==> src/ioec_defs.svh <==
// constants shared by the i/o element cell files
`ifndef IOEC_DEFS_SVH
`define IOEC_DEFS_SVH

// number of candidate sources on each control bus
`define IOEC_NSRC 4
// width of a source selector
`define IOEC_SEL_W 2
// mode codes, one-hot
`define IOEC_MODE_SDR 4'h1
`define IOEC_MODE_DDR_IN 4'h2
`define IOEC_MODE_DDR_OUT 4'h4
`define IOEC_MODE_DDR_BIDIR 4'h8

`endif

==> src/ioec_pkg.sv <==
// types of the i/o element cell
`default_nettype none
`include "ioec_defs.svh"
package ioec_pkg;

  typedef enum logic [3:0] {
    IOEC_SDR = `IOEC_MODE_SDR,
    IOEC_DDR_IN = `IOEC_MODE_DDR_IN,
    IOEC_DDR_OUT = `IOEC_MODE_DDR_OUT,
    IOEC_DDR_BIDIR = `IOEC_MODE_DDR_BIDIR
  } ioec_mode_type;

  // per-element selection of every control signal
  typedef struct packed {
    ioec_mode_type mode;
    logic powerUpHigh;
    logic [`IOEC_SEL_W-1:0] inClkSel;
    logic [`IOEC_SEL_W-1:0] outClkSel;
    logic [`IOEC_SEL_W-1:0] inCeSel;
    logic [`IOEC_SEL_W-1:0] outCeSel;
    logic [`IOEC_SEL_W-1:0] aclrSel;
    logic [`IOEC_SEL_W-1:0] sclrSel;
    logic [`IOEC_SEL_W-1:0] oeSel;
  } ioec_cfg_type;

  // candidate control sources arriving from outside the core clock
  typedef struct packed {
    logic [`IOEC_NSRC-1:0] clk;
    logic [`IOEC_NSRC-1:0] ce;
    logic [`IOEC_NSRC-1:0] aclr;
    logic [`IOEC_NSRC-1:0] sclr;
    logic [`IOEC_NSRC-1:0] oe;
    logic pad;
  } ioec_src_type;

  typedef struct packed {
    logic inRise;
    logic inFall;
    logic inLatch;
    logic outRise;
    logic outFall;
    logic oeRise;
    logic oeFall;
    logic dataInHi;
    logic dataInLo;
    logic dataInValid;
    logic padOut;
    logic padOe;
    logic inClkPrev;
    logic outClkPrev;
  } ioec_state_type;

endpackage
`default_nettype wire

==> src/ioec_cell.sv <==
// register logic of one programmable i/o element cell
`default_nettype none
`include "ioec_defs.svh"

// What this block does
// - each cell picks its own oe, clock enables, clears and clocks.
// - the input register may use its own clock and clock enable.
// - output and oe registers always share one clock and one enable.
// - all registers take clear or preset from one shared source.
// - registers start at a programmed high or low power-up value.
// - start-low registers are cleared, start-high ones are preset.
// - every register needing clear or preset uses the same signal.
// - a synchronous reset acting on the clock edge is also provided.
// - six registers allow data on both clock edges.
// - ddr input, ddr output and ddr bidirectional are selectable.
// - ddr input captures on rising and falling edges alternately.
// - a latch holds the high-phase bit so both bits meet one edge.
module ioec_cell
  import ioec_pkg::*;
(
  input wire logic core_clk,
  input wire logic reset_n,
  input wire ioec_cfg_type cfg,
  input wire ioec_src_type src,
  input wire logic dataOutHi,
  input wire logic dataOutLo,
  output logic padOut,
  output logic padOe,
  output logic dataInHi,
  output logic dataInLo,
  output logic dataInValid
);

  ioec_state_type s_reg;
  ioec_state_type s_next;
  ioec_src_type srcS;

  logic inClk, outClk, inCe, outCe, aclr, sclr, oeVal, puVal;
  logic inRiseEv, inFallEv, outRiseEv, outFallEv, ddrIn, ddrOut;

  // pins and foreign clocks are levels sampled through two flops
  ioec_sync2 #(
    .WIDTH($bits(ioec_src_type))
  ) srcSync (
    .core_clk(core_clk),
    .reset_n(reset_n),
    .asyncIn(src),
    .syncOut(srcS)
  );

  function automatic logic pick(
    input logic [`IOEC_NSRC-1:0] bus,
    input logic [`IOEC_SEL_W-1:0] sel
  );
    pick = bus[sel];
  endfunction

  always_comb begin
    s_next = s_reg;
    inClk = pick(srcS.clk, cfg.inClkSel);
    outClk = pick(srcS.clk, cfg.outClkSel);
    inCe = pick(srcS.ce, cfg.inCeSel);
    outCe = pick(srcS.ce, cfg.outCeSel);
    aclr = pick(srcS.aclr, cfg.aclrSel);
    sclr = pick(srcS.sclr, cfg.sclrSel);
    oeVal = pick(srcS.oe, cfg.oeSel);
    puVal = cfg.powerUpHigh;
    inRiseEv = inClk & ~s_reg.inClkPrev;
    inFallEv = ~inClk & s_reg.inClkPrev;
    outRiseEv = outClk & ~s_reg.outClkPrev;
    outFallEv = ~outClk & s_reg.outClkPrev;
    case (cfg.mode)
      IOEC_DDR_IN: begin
        ddrIn = 1'b1;
        ddrOut = 1'b0;
      end
      IOEC_DDR_OUT: begin
        ddrIn = 1'b0;
        ddrOut = 1'b1;
      end
      IOEC_DDR_BIDIR: begin
        ddrIn = 1'b1;
        ddrOut = 1'b1;
      end
      default: begin
        ddrIn = 1'b0;
        ddrOut = 1'b0;
      end
    endcase
    s_next.inClkPrev = inClk;
    s_next.outClkPrev = outClk;
    s_next.dataInValid = 1'b0;

    // input side, own clock and enable
    if (inRiseEv && inCe) begin
      s_next.inRise = sclr ? puVal : srcS.pad;
      if (!ddrIn) begin
        s_next.dataInHi = s_next.inRise;
        s_next.dataInLo = s_next.inRise;
        s_next.dataInValid = 1'b1;
      end
    end
    if (inFallEv && inCe && ddrIn) begin
      s_next.inFall = sclr ? puVal : srcS.pad;
      // both bits handed over together on the falling edge
      s_next.dataInHi = s_reg.inLatch;
      s_next.dataInLo = s_next.inFall;
      s_next.dataInValid = 1'b1;
    end
    // transparent while the clock is high, closed while low
    if (inClk) begin
      s_next.inLatch = s_next.inRise;
    end

    // output and oe share one clock and one enable
    if (outRiseEv && outCe) begin
      s_next.outRise = sclr ? puVal : dataOutHi;
      s_next.oeRise = sclr ? puVal : oeVal;
    end
    if (outFallEv && outCe && ddrOut) begin
      s_next.outFall = sclr ? puVal : dataOutLo;
      s_next.oeFall = sclr ? puVal : oeVal;
    end

    // one shared clear/preset forces every capture, latch, output and oe register to its start value
    if (aclr) begin
      s_next.inRise = puVal;
      s_next.inFall = puVal;
      s_next.inLatch = puVal;
      s_next.outRise = puVal;
      s_next.outFall = puVal;
      s_next.oeRise = puVal;
      s_next.oeFall = puVal;
      // the captured pair is part of the cell's state, so it clears too
      s_next.dataInHi = puVal;
      s_next.dataInLo = puVal;
    end

    // pin mux; it lags the real clock level by the sync delay
    if (ddrOut) begin
      s_next.padOut = outClk ? s_next.outRise : s_next.outFall;
      // enable narrowed to both halves so a half bit is never driven
      s_next.padOe = s_next.oeRise & s_next.oeFall;
    end else begin
      s_next.padOut = s_next.outRise;
      s_next.padOe = s_next.oeRise & ~ddrIn;
    end
  end

  always_ff @(posedge core_clk) begin
    if (!reset_n) begin
      // start value chosen per design: preset if high, clear if low
      s_reg.inRise <= cfg.powerUpHigh;
      s_reg.inFall <= cfg.powerUpHigh;
      s_reg.inLatch <= cfg.powerUpHigh;
      s_reg.outRise <= cfg.powerUpHigh;
      s_reg.outFall <= cfg.powerUpHigh;
      s_reg.oeRise <= cfg.powerUpHigh;
      s_reg.oeFall <= cfg.powerUpHigh;
      s_reg.dataInHi <= cfg.powerUpHigh;
      s_reg.dataInLo <= cfg.powerUpHigh;
      s_reg.dataInValid <= 1'b0;
      s_reg.padOut <= cfg.powerUpHigh;
      s_reg.padOe <= 1'b0;
      s_reg.inClkPrev <= 1'b0;
      s_reg.outClkPrev <= 1'b0;
    end else begin
      s_reg <= s_next;
    end
  end

  assign padOut = s_reg.padOut;
  assign padOe = s_reg.padOe;
  assign dataInHi = s_reg.dataInHi;
  assign dataInLo = s_reg.dataInLo;
  assign dataInValid = s_reg.dataInValid;
endmodule
`default_nettype wire

==> src/ioec_sync2.sv <==
// two-flop synchroniser for a bundle of levels
`default_nettype none
module ioec_sync2 #(
  parameter int WIDTH = 1
) (
  input wire logic core_clk,
  input wire logic reset_n,
  input wire logic [WIDTH-1:0] asyncIn,
  output logic [WIDTH-1:0] syncOut
);

  typedef struct packed {
    logic [WIDTH-1:0] stage1;
    logic [WIDTH-1:0] stage2;
  } ioec_sync_type;

  ioec_sync_type s_reg;
  ioec_sync_type s_next;

  // stage1 feeds stage2 only, never any logic
  always_comb begin
    s_next.stage1 = asyncIn;
    s_next.stage2 = s_reg.stage1;
  end

  always_ff @(posedge core_clk) begin
    if (!reset_n) begin
      s_reg <= '0;
    end else begin
      s_reg <= s_next;
    end
  end

  assign syncOut = s_reg.stage2;

endmodule
`default_nettype wire

==> config.mk <==
export PLATFORM = sky130hd
export DESIGN_NAME = ioec_cell
export DESIGN_NICKNAME = d
export VERILOG_FILES = /design/src/ioec_pkg.sv /design/src/ioec_cell.sv /design/src/ioec_sync2.sv
export VERILOG_INCLUDE_DIRS = /design/src
export SDC_FILE = /design/constraint.sdc
export NUM_CORES = 1
export LEC_CHECK = 0
export ABC_CLOCK_PERIOD_IN_PS = 4700
export BUFFER_PORTS_ARGS = -buffer_cell sky130_fd_sc_hd__buf_2
export CAP_MARGIN = 20
export CORE_MARGIN = 2
export CORE_UTILIZATION = 30
export DETAILED_ROUTE_END_ITERATION = 12
export PLACE_DENSITY = 0.57
export SYNTH_ARGS = -nofsm -noshare
export SYNTH_HDL_FRONTEND = slang
export SYNTH_SLANG_ARGS = --single-unit
==> constraint.sdc <==
create_clock -name core_clk -period 4.7 [get_ports core_clk]
set_clock_uncertainty 0.05 [all_clocks]
set_input_delay 0.235 -clock core_clk [delete_from_list [all_inputs] [get_ports core_clk]]
set_output_delay 0.235 -clock core_clk [all_outputs]
set_load 0.05 [all_outputs]
==> metrics.md, run 1 <==
| Metric | Value |
|---|---|
| Final Max Tran Viols | `0` |
| Row count | `29` |
| Worst-Skew Late Latency | `0.30 ns` |
| Total Power | `867 uW` |
| Slowest stage cell, crit path | `mux4_2` |
| Post-synth top cells | `dfxtp_1, and2_1, nor2_1, o21ai_1, mux4_2` |
| F_max | `0.511 GHz` |
| Final Instance Area | `2410 um^2` |
| Leakage | `0.00101 uW` |
| Hold WS | `0.0856 ns` |
| Worst endpoint data arrival time | `2.08 ns` |
| GP Congestion | `0.802` |
| Synthesized Nets | `216` |
| Largest area contributor in the netlist | `dfxtp_1` |
| Hold WC Path Type | `in2reg` |
| CTS Sinks | `55` |
| Worst Setup Start Kind | `register` |
| Post_cts resized | `0` |
| Mux cell area share after synthesis | `12.0%` |
| Relative slew margins | `65.6%` |
| Setup Fix Bufs, Post-CTS | `0` |
| Clk slew on worst S/H paths | `0.09 ns` |
| Asr flop ratio synth | `0%` |
| Worst Setup End Kind | `register` |
| Largest net degree at the start of global routing | `45` |
| Slew @ Worst Pin | `0.515 ns` |
| Crit Path Class | `reg2reg` |
| Critical Path RT | `4.82 ns` |
| TritonCTS buffer count | `5` |
| Longest Clk Path Bufs | `2` |
| First-pass GRT wire length | `5.64 mm` |
| Ant. Diodes | `0` |
| Area Overhead vs Synth | `20.6%` |
| Max incr delay on CP | `0.53 ns` |
| Initial Utilization | `31.3%` |
| Max-cap violations | `0` |
| Sequential share of the synthesized area | `56.6%` |
| Final ANT Viol Nets | `0` |
| Final setup violation count | `0` |
| Core Box Area | `6390 um^2` |
| Clock tree root buffer cell | `clkbuf_8` |
| Fin Setup TNS | `0 ns` |
| Routed WL | `3.33 mm` |
| Peak supply drop | `130 uV` |
| CTS Hold Buffers Added | `0` |
| IO Count | `49` |
| Die Area | `7320 um^2` |
| #FFs+latches synth | `55` |
| Largest cells by area after synthesis | `dfxtp_1, and2_1, mux4_2` |
| Syn avg cell area | `11.6 um^2` |
| H-tree levels | `2` |
| Critical Path Fanout Max | `5` |
| Hold Fails Final Rpt | `0` |
| Delay-heaviest family, CP | `multiplexers` |
| Xor/xnor cell area share of the yosys netlist | `0.877%` |
| Post-synthesis cell type count | `33` |
| Hpwl dp | `2.52 mm` |
| Via count | `1,303` |
| Total GRT Usage | `9.90%` |
| CP Buf/Inv Count | `0` |
| Mapped Cells | `172` |
| RSZ-0062 raised after global routing | `no` |
| Compound-Gate Fraction of Synth Area | `6.64%` |
| R2r setup slk | `2.74 ns` |
| Routed WL per cell | `11.2 um` |
| Final min period | `1.96 ns` |
| Drt pass-1 iters | `4` |
| Number of flops mapped to enable cells by yosys | `3` |
| Placement Cell Area | `2310 um^2` |
| Grt total ovfl | `0` |
| Vias in the first global route | `1,258` |
| Status | `finished, final reports clean` |
| Most common cell in the netlist | `dfxtp_1` |
| Vias per std cell | `4.37` |
| Die Height | `85.6 um` |
| Drt drc | `0` |
| Most used DFF post-synth | `dfxtp_1` |
| Crit path cell chain | `mux4_2 -> nor4_4 -> nand2_2 -> o41ai_2 -> o22ai_1` |
| Share of post-route cells with drive strength above 1 | `31.2%` |
| CTS tree | `built` |
| Simple-gate portion of the synthesized area | `22.1%` |
| Synth Cell Area | `2000 um^2` |
| Largest family of logic cells by synthesized area | `simple AND/OR/NAND/NOR gates` |
| Top cell type's share of synthesized area | `52.1%` |
| Port Buffers | `48` |
| Pwr/cell area | `360 nW/um^2` |
| Die X | `85.6 um` |
| Period utilization | `41.6%` |
| Synth Area in Adders | `0%` |
| Yosys warning count | `0` |
| Initial antenna violation count | `0` |
| Final nets | `265` |
| DR iter-0 viols | `53` |
==> worst register-to-register path, stage by stage, from the launching register on <==
cell and delay, ns:
dfxtp_1 0.33, mux4_2 0.53, nor4_4 0.36, nand2_2 0.15, o41ai_2 0.28, o22ai_1 0.14
==> per-layer routing <==
layer	up-vias	wire length (um)	global-route usage, %
li1	683	-	-
met1	582	1570	13.0
met2	33	1500	15.0
met3	5	202	2.60
met4	0	57	5.19
met5	-	0	0
==> logic make-up (layout without fill, tap and decap cells) <==
| family | Yosys count | count (layout) |
|---|---|---|
| xor+xnor | 2 | 2 |
| compound gates | 19 | 19 |
| simple gates | 72 | 72 |
| flops | 55 | 55 |
| mux | 15 | 15 |
| buf+inv | 9 | 58 |
==> worst paths after layout <==
path	end	startpoint	cells past startpoint
setup / recovery	padOut$_DFF_P_	srcSync.syncOut[19]$_SDFF_PN0_	5
hold / removal	srcSync.s_next[8]$_SDFF_PN0_	src[8]	2
hold reg to reg	srcSync.syncOut[1]$_SDFF_PN0_	srcSync.s_next[1]$_SDFF_PN0_	1
setup reg to reg	padOut$_DFF_P_	srcSync.syncOut[19]$_SDFF_PN0_	5
==> placed cells by master, fill, tap and decap left out, types with 5 or more instances in the layout <==
| cell | count |
|---|---|
| and2_1 | 43 |
| buf_2 | 48 |
| clkbuf_8 | 5 |
| dfxtp_1 | 52 |
| mux2i_1 | 6 |
| mux4_2 | 7 |
| nand2_1 | 6 |
| nor2_1 | 8 |
| o21ai_1 | 8 |
==> metrics by stage <==
step           cells  utilization (%)  setup slack, ns
5_1_grt          298             37.7             2.64
2_1_floorplan    172                -             2.93
6_report         298             37.7             2.74
3_3_place_gp     291             36.2             2.77
4_1_cts          298             37.7             2.75
3_5_place_dp     291             36.2             2.69
==> where the power goes <==
part	leakage [uW]	internal, uW	switching (uW)
Sequential	0.000462	498	7.27
Clock	0.0000495	135	133
Combinational	0.000499	44.1	50.0
Total	0.00101	676	191
==> final cells by class <==
| cell class | count | area, um^2 |
|---|---|---|
| multi-input cells | 108 | 831 |
| clock buffers | 7 | 97.6 |
| inverters | 3 | 11.3 |
| flip-flops and latches | 55 | 1130 |
| well taps | 77 | 96.3 |
| fillers | 651 | 3980 |
| repair buffers | 48 | 240 |
(Power assumes the default switching activity.)
==> run 2, diff against run 1 <==
- ABC_CLOCK_PERIOD_IN_PS: 4700 -> 1700
- PLACE_DENSITY: 0.57 -> 0.59
- clock period: 4.7 -> 1.7 ns (I/O delays scaled with it)
==> metrics.md, run 2 (same netlist as run 1, synthesis figures left out) <==
| Metric | Value |
|---|---|
| Crit Path Class | `reg2reg` |
| Total GRT Usage | `11.2%` |
| Worst Setup Start Kind | `register` |
| Placed insts | `300` |
| PnR worst setup slack | `-0.0832 ns` |
| Most frequent cells in the layout | `dfxtp_1, buf_2, and2_1` |
| Port Buffers | `48` |
| Delay-heaviest family, CP | `multiplexers` |
| Max-cap violations | `0` |
| Cell-internal power | `1970 uW` |
| Final min period | `1.78 ns` |
| Critical Path Fanout Max | `3` |
| Pwr/cell area | `916 nW/um^2` |
| Sw power | `567 uW` |
| Period utilization | `105%` |
| Hpwl dp | `2.69 mm` |
| Fin cells | `331` |
| Vias per std cell | `4.29` |
| CP Buf/Inv Count | `0` |
| Status | `finished, violations left` |
| Worst-Skew Late Latency | `0.30 ns` |
| Hold WC Path Type | `in2reg` |
| RSZ-0062 raised after global routing | `yes` |
| Leakage | `0.00118 uW` |
| Ant. Diodes | `0` |
| Hold Fails Final Rpt | `0` |
| H-tree levels | `2` |
| Drt drc | `0` |
| Largest net degree at the start of global routing | `44` |
| F_max | `0.561 GHz` |
| Clock tree root buffer cell | `clkbuf_8` |
| GP Congestion | `0.847` |
| Routed WL per cell | `11.4 um` |
| Slowest stage cell, crit path | `mux4_2` |
| TritonCTS buffer count | `5` |
| IO Count | `49` |
| Fillcell total | `624` |
| Worst endpoint data arrival time | `1.92 ns` |
| DR iter-0 viols | `31` |
| Vias in the first global route | `1,471` |
| Die Area | `7320 um^2` |
| CTS tree | `built` |
| Switch share | `22.3%` |
| Final nets | `297` |
| Grt total ovfl | `0` |
| Area Overhead vs Synth | `38.7%` |
| Final setup violation count | `5` |
| Worst Setup End Kind | `register` |
| Sequential share of power | `55.0%` |
| Peak supply drop | `478 uV` |
| CTS Sinks | `55` |
| Via count | `1,420` |
| Routed WL | `3.79 mm` |
| Longest Clk Path Bufs | `2` |
| Initial Utilization | `31.3%` |
| Initial antenna violation count | `0` |
| Clk pwr share | `31.8%` |
| Clk slew on worst S/H paths | `0.09 ns` |
| Slew @ Worst Pin | `0.365 ns` |
| Crit path cell chain | `mux4_2 -> nor4_4 -> nand2_2 -> o41ai_4 -> o22ai_1` |
| Relative slew margins | `75.5%` |
| Max incr delay on CP | `0.52 ns` |
| Gate power share | `13.2%` |
| Final Max Tran Viols | `0` |
| Hold WS | `0.0511 ns` |
| Die X | `85.6 um` |
| Drt pass-1 iters | `4` |
| Final ANT Viol Nets | `0` |
| First-pass GRT wire length | `6.49 mm` |
| Die Height | `85.6 um` |
| Violated checks | `setup timing` |
| Row count | `29` |
| Leading cell type in the layout, fill and taps excluded | `dfxtp_1` |
| Critical Path RT | `1.84 ns` |
| Share of post-route cells with drive strength above 1 | `34.6%` |
| Core Box Area | `6390 um^2` |
| Final core occ | `43.4%` |
-- run 2: changes by cell type in the layout (fill, tap and decap cells not counted), sizes merged --
cell,change
buf,+11
clkinv,+1
dlygate4sd3,+21
-- run 2: worst paths after layout --
check | from | endpoint | slack (ns) | cells after the start
setup / recovery | srcSync.syncOut[20]$_SDFF_PN0_ | padOut$_DFF_P_ | -0.08 | 5
hold / removal | dataOutLo | s_reg[9]$_DFF_P_ | 0.05 | 3
setup reg to reg | srcSync.syncOut[20]$_SDFF_PN0_ | padOut$_DFF_P_ | -0.08 | 5
hold reg to reg | srcSync.s_next[20]$_SDFF_PN0_ | srcSync.syncOut[20]$_SDFF_PN0_ | 0.38 | 1
-- run 2: metal layers --
| layer | track usage (%) | wire (um) |
|---|---|---|
| met1 | 12.8 | 1650 |
| met2 | 19.8 | 1910 |
| met3 | 3.56 | 204 |
| met4 | 3.61 | 24 |
| met5 | 0 | 0 |
-- run 2: cell type report --
type / count / area [um^2] / area share, %
multi-input combinational: 108 / 877 / 31.7
tap: 77 / 96.3 / 3.48
inverter: 3 / 11.3 / 0.407
clock inverter: 1 / 5.00 / 0.181
timing repair buffer: 80 / 541 / 19.5
sequential: 55 / 1130 / 40.9
clock buffer: 7 / 108 / 3.88
-- run 2: what timing repair did --
item | in CTS | in global routing
pin swaps | 1 | 1
resized for setup | 1 | 10
cloned | 0 | 0
setup buffers | 0 | 2
hold buffers | 21 | 0
endpoints found under the setup margin | 3 | 10
hold endpoints to repair | 21 | 0
-- run 2: worst min-delay path: cells and delay by family --
kind | cells | cell delay (ns)
compound gates | 1 | 0.08
simple gates | 1 | 0.10
buf+inv | 1 | 0.10
-- run 2: power by group through the flow --
stage | sequential [uW] | combinational (uW) | clock (uW)
2_1_floorplan | 1460 | 135 | 0
3_3_place_gp | 1430 | 278 | 0
3_5_place_dp | 1430 | 281 | 0
4_1_cts | 1400 | 319 | 838
5_1_grt | 1410 | 368 | 902
6_report | 1400 | 335 | 806
-- run 2: through the flow --
step	cell area (um^2)	total power, uW	worst slack, ns	setup TNS, ns
2_1_floorplan	2000	1590	-0.0683	-0.0788
4_1_cts	2710	2550	-0.0571	-0.0815
6_report	2770	2540	-0.0832	-0.218
3_3_place_gp	2380	1700	-0.0316	-0.0350
5_1_grt	2770	2680	-0.177	-0.733
3_5_place_dp	2380	1710	-0.0499	-0.0729
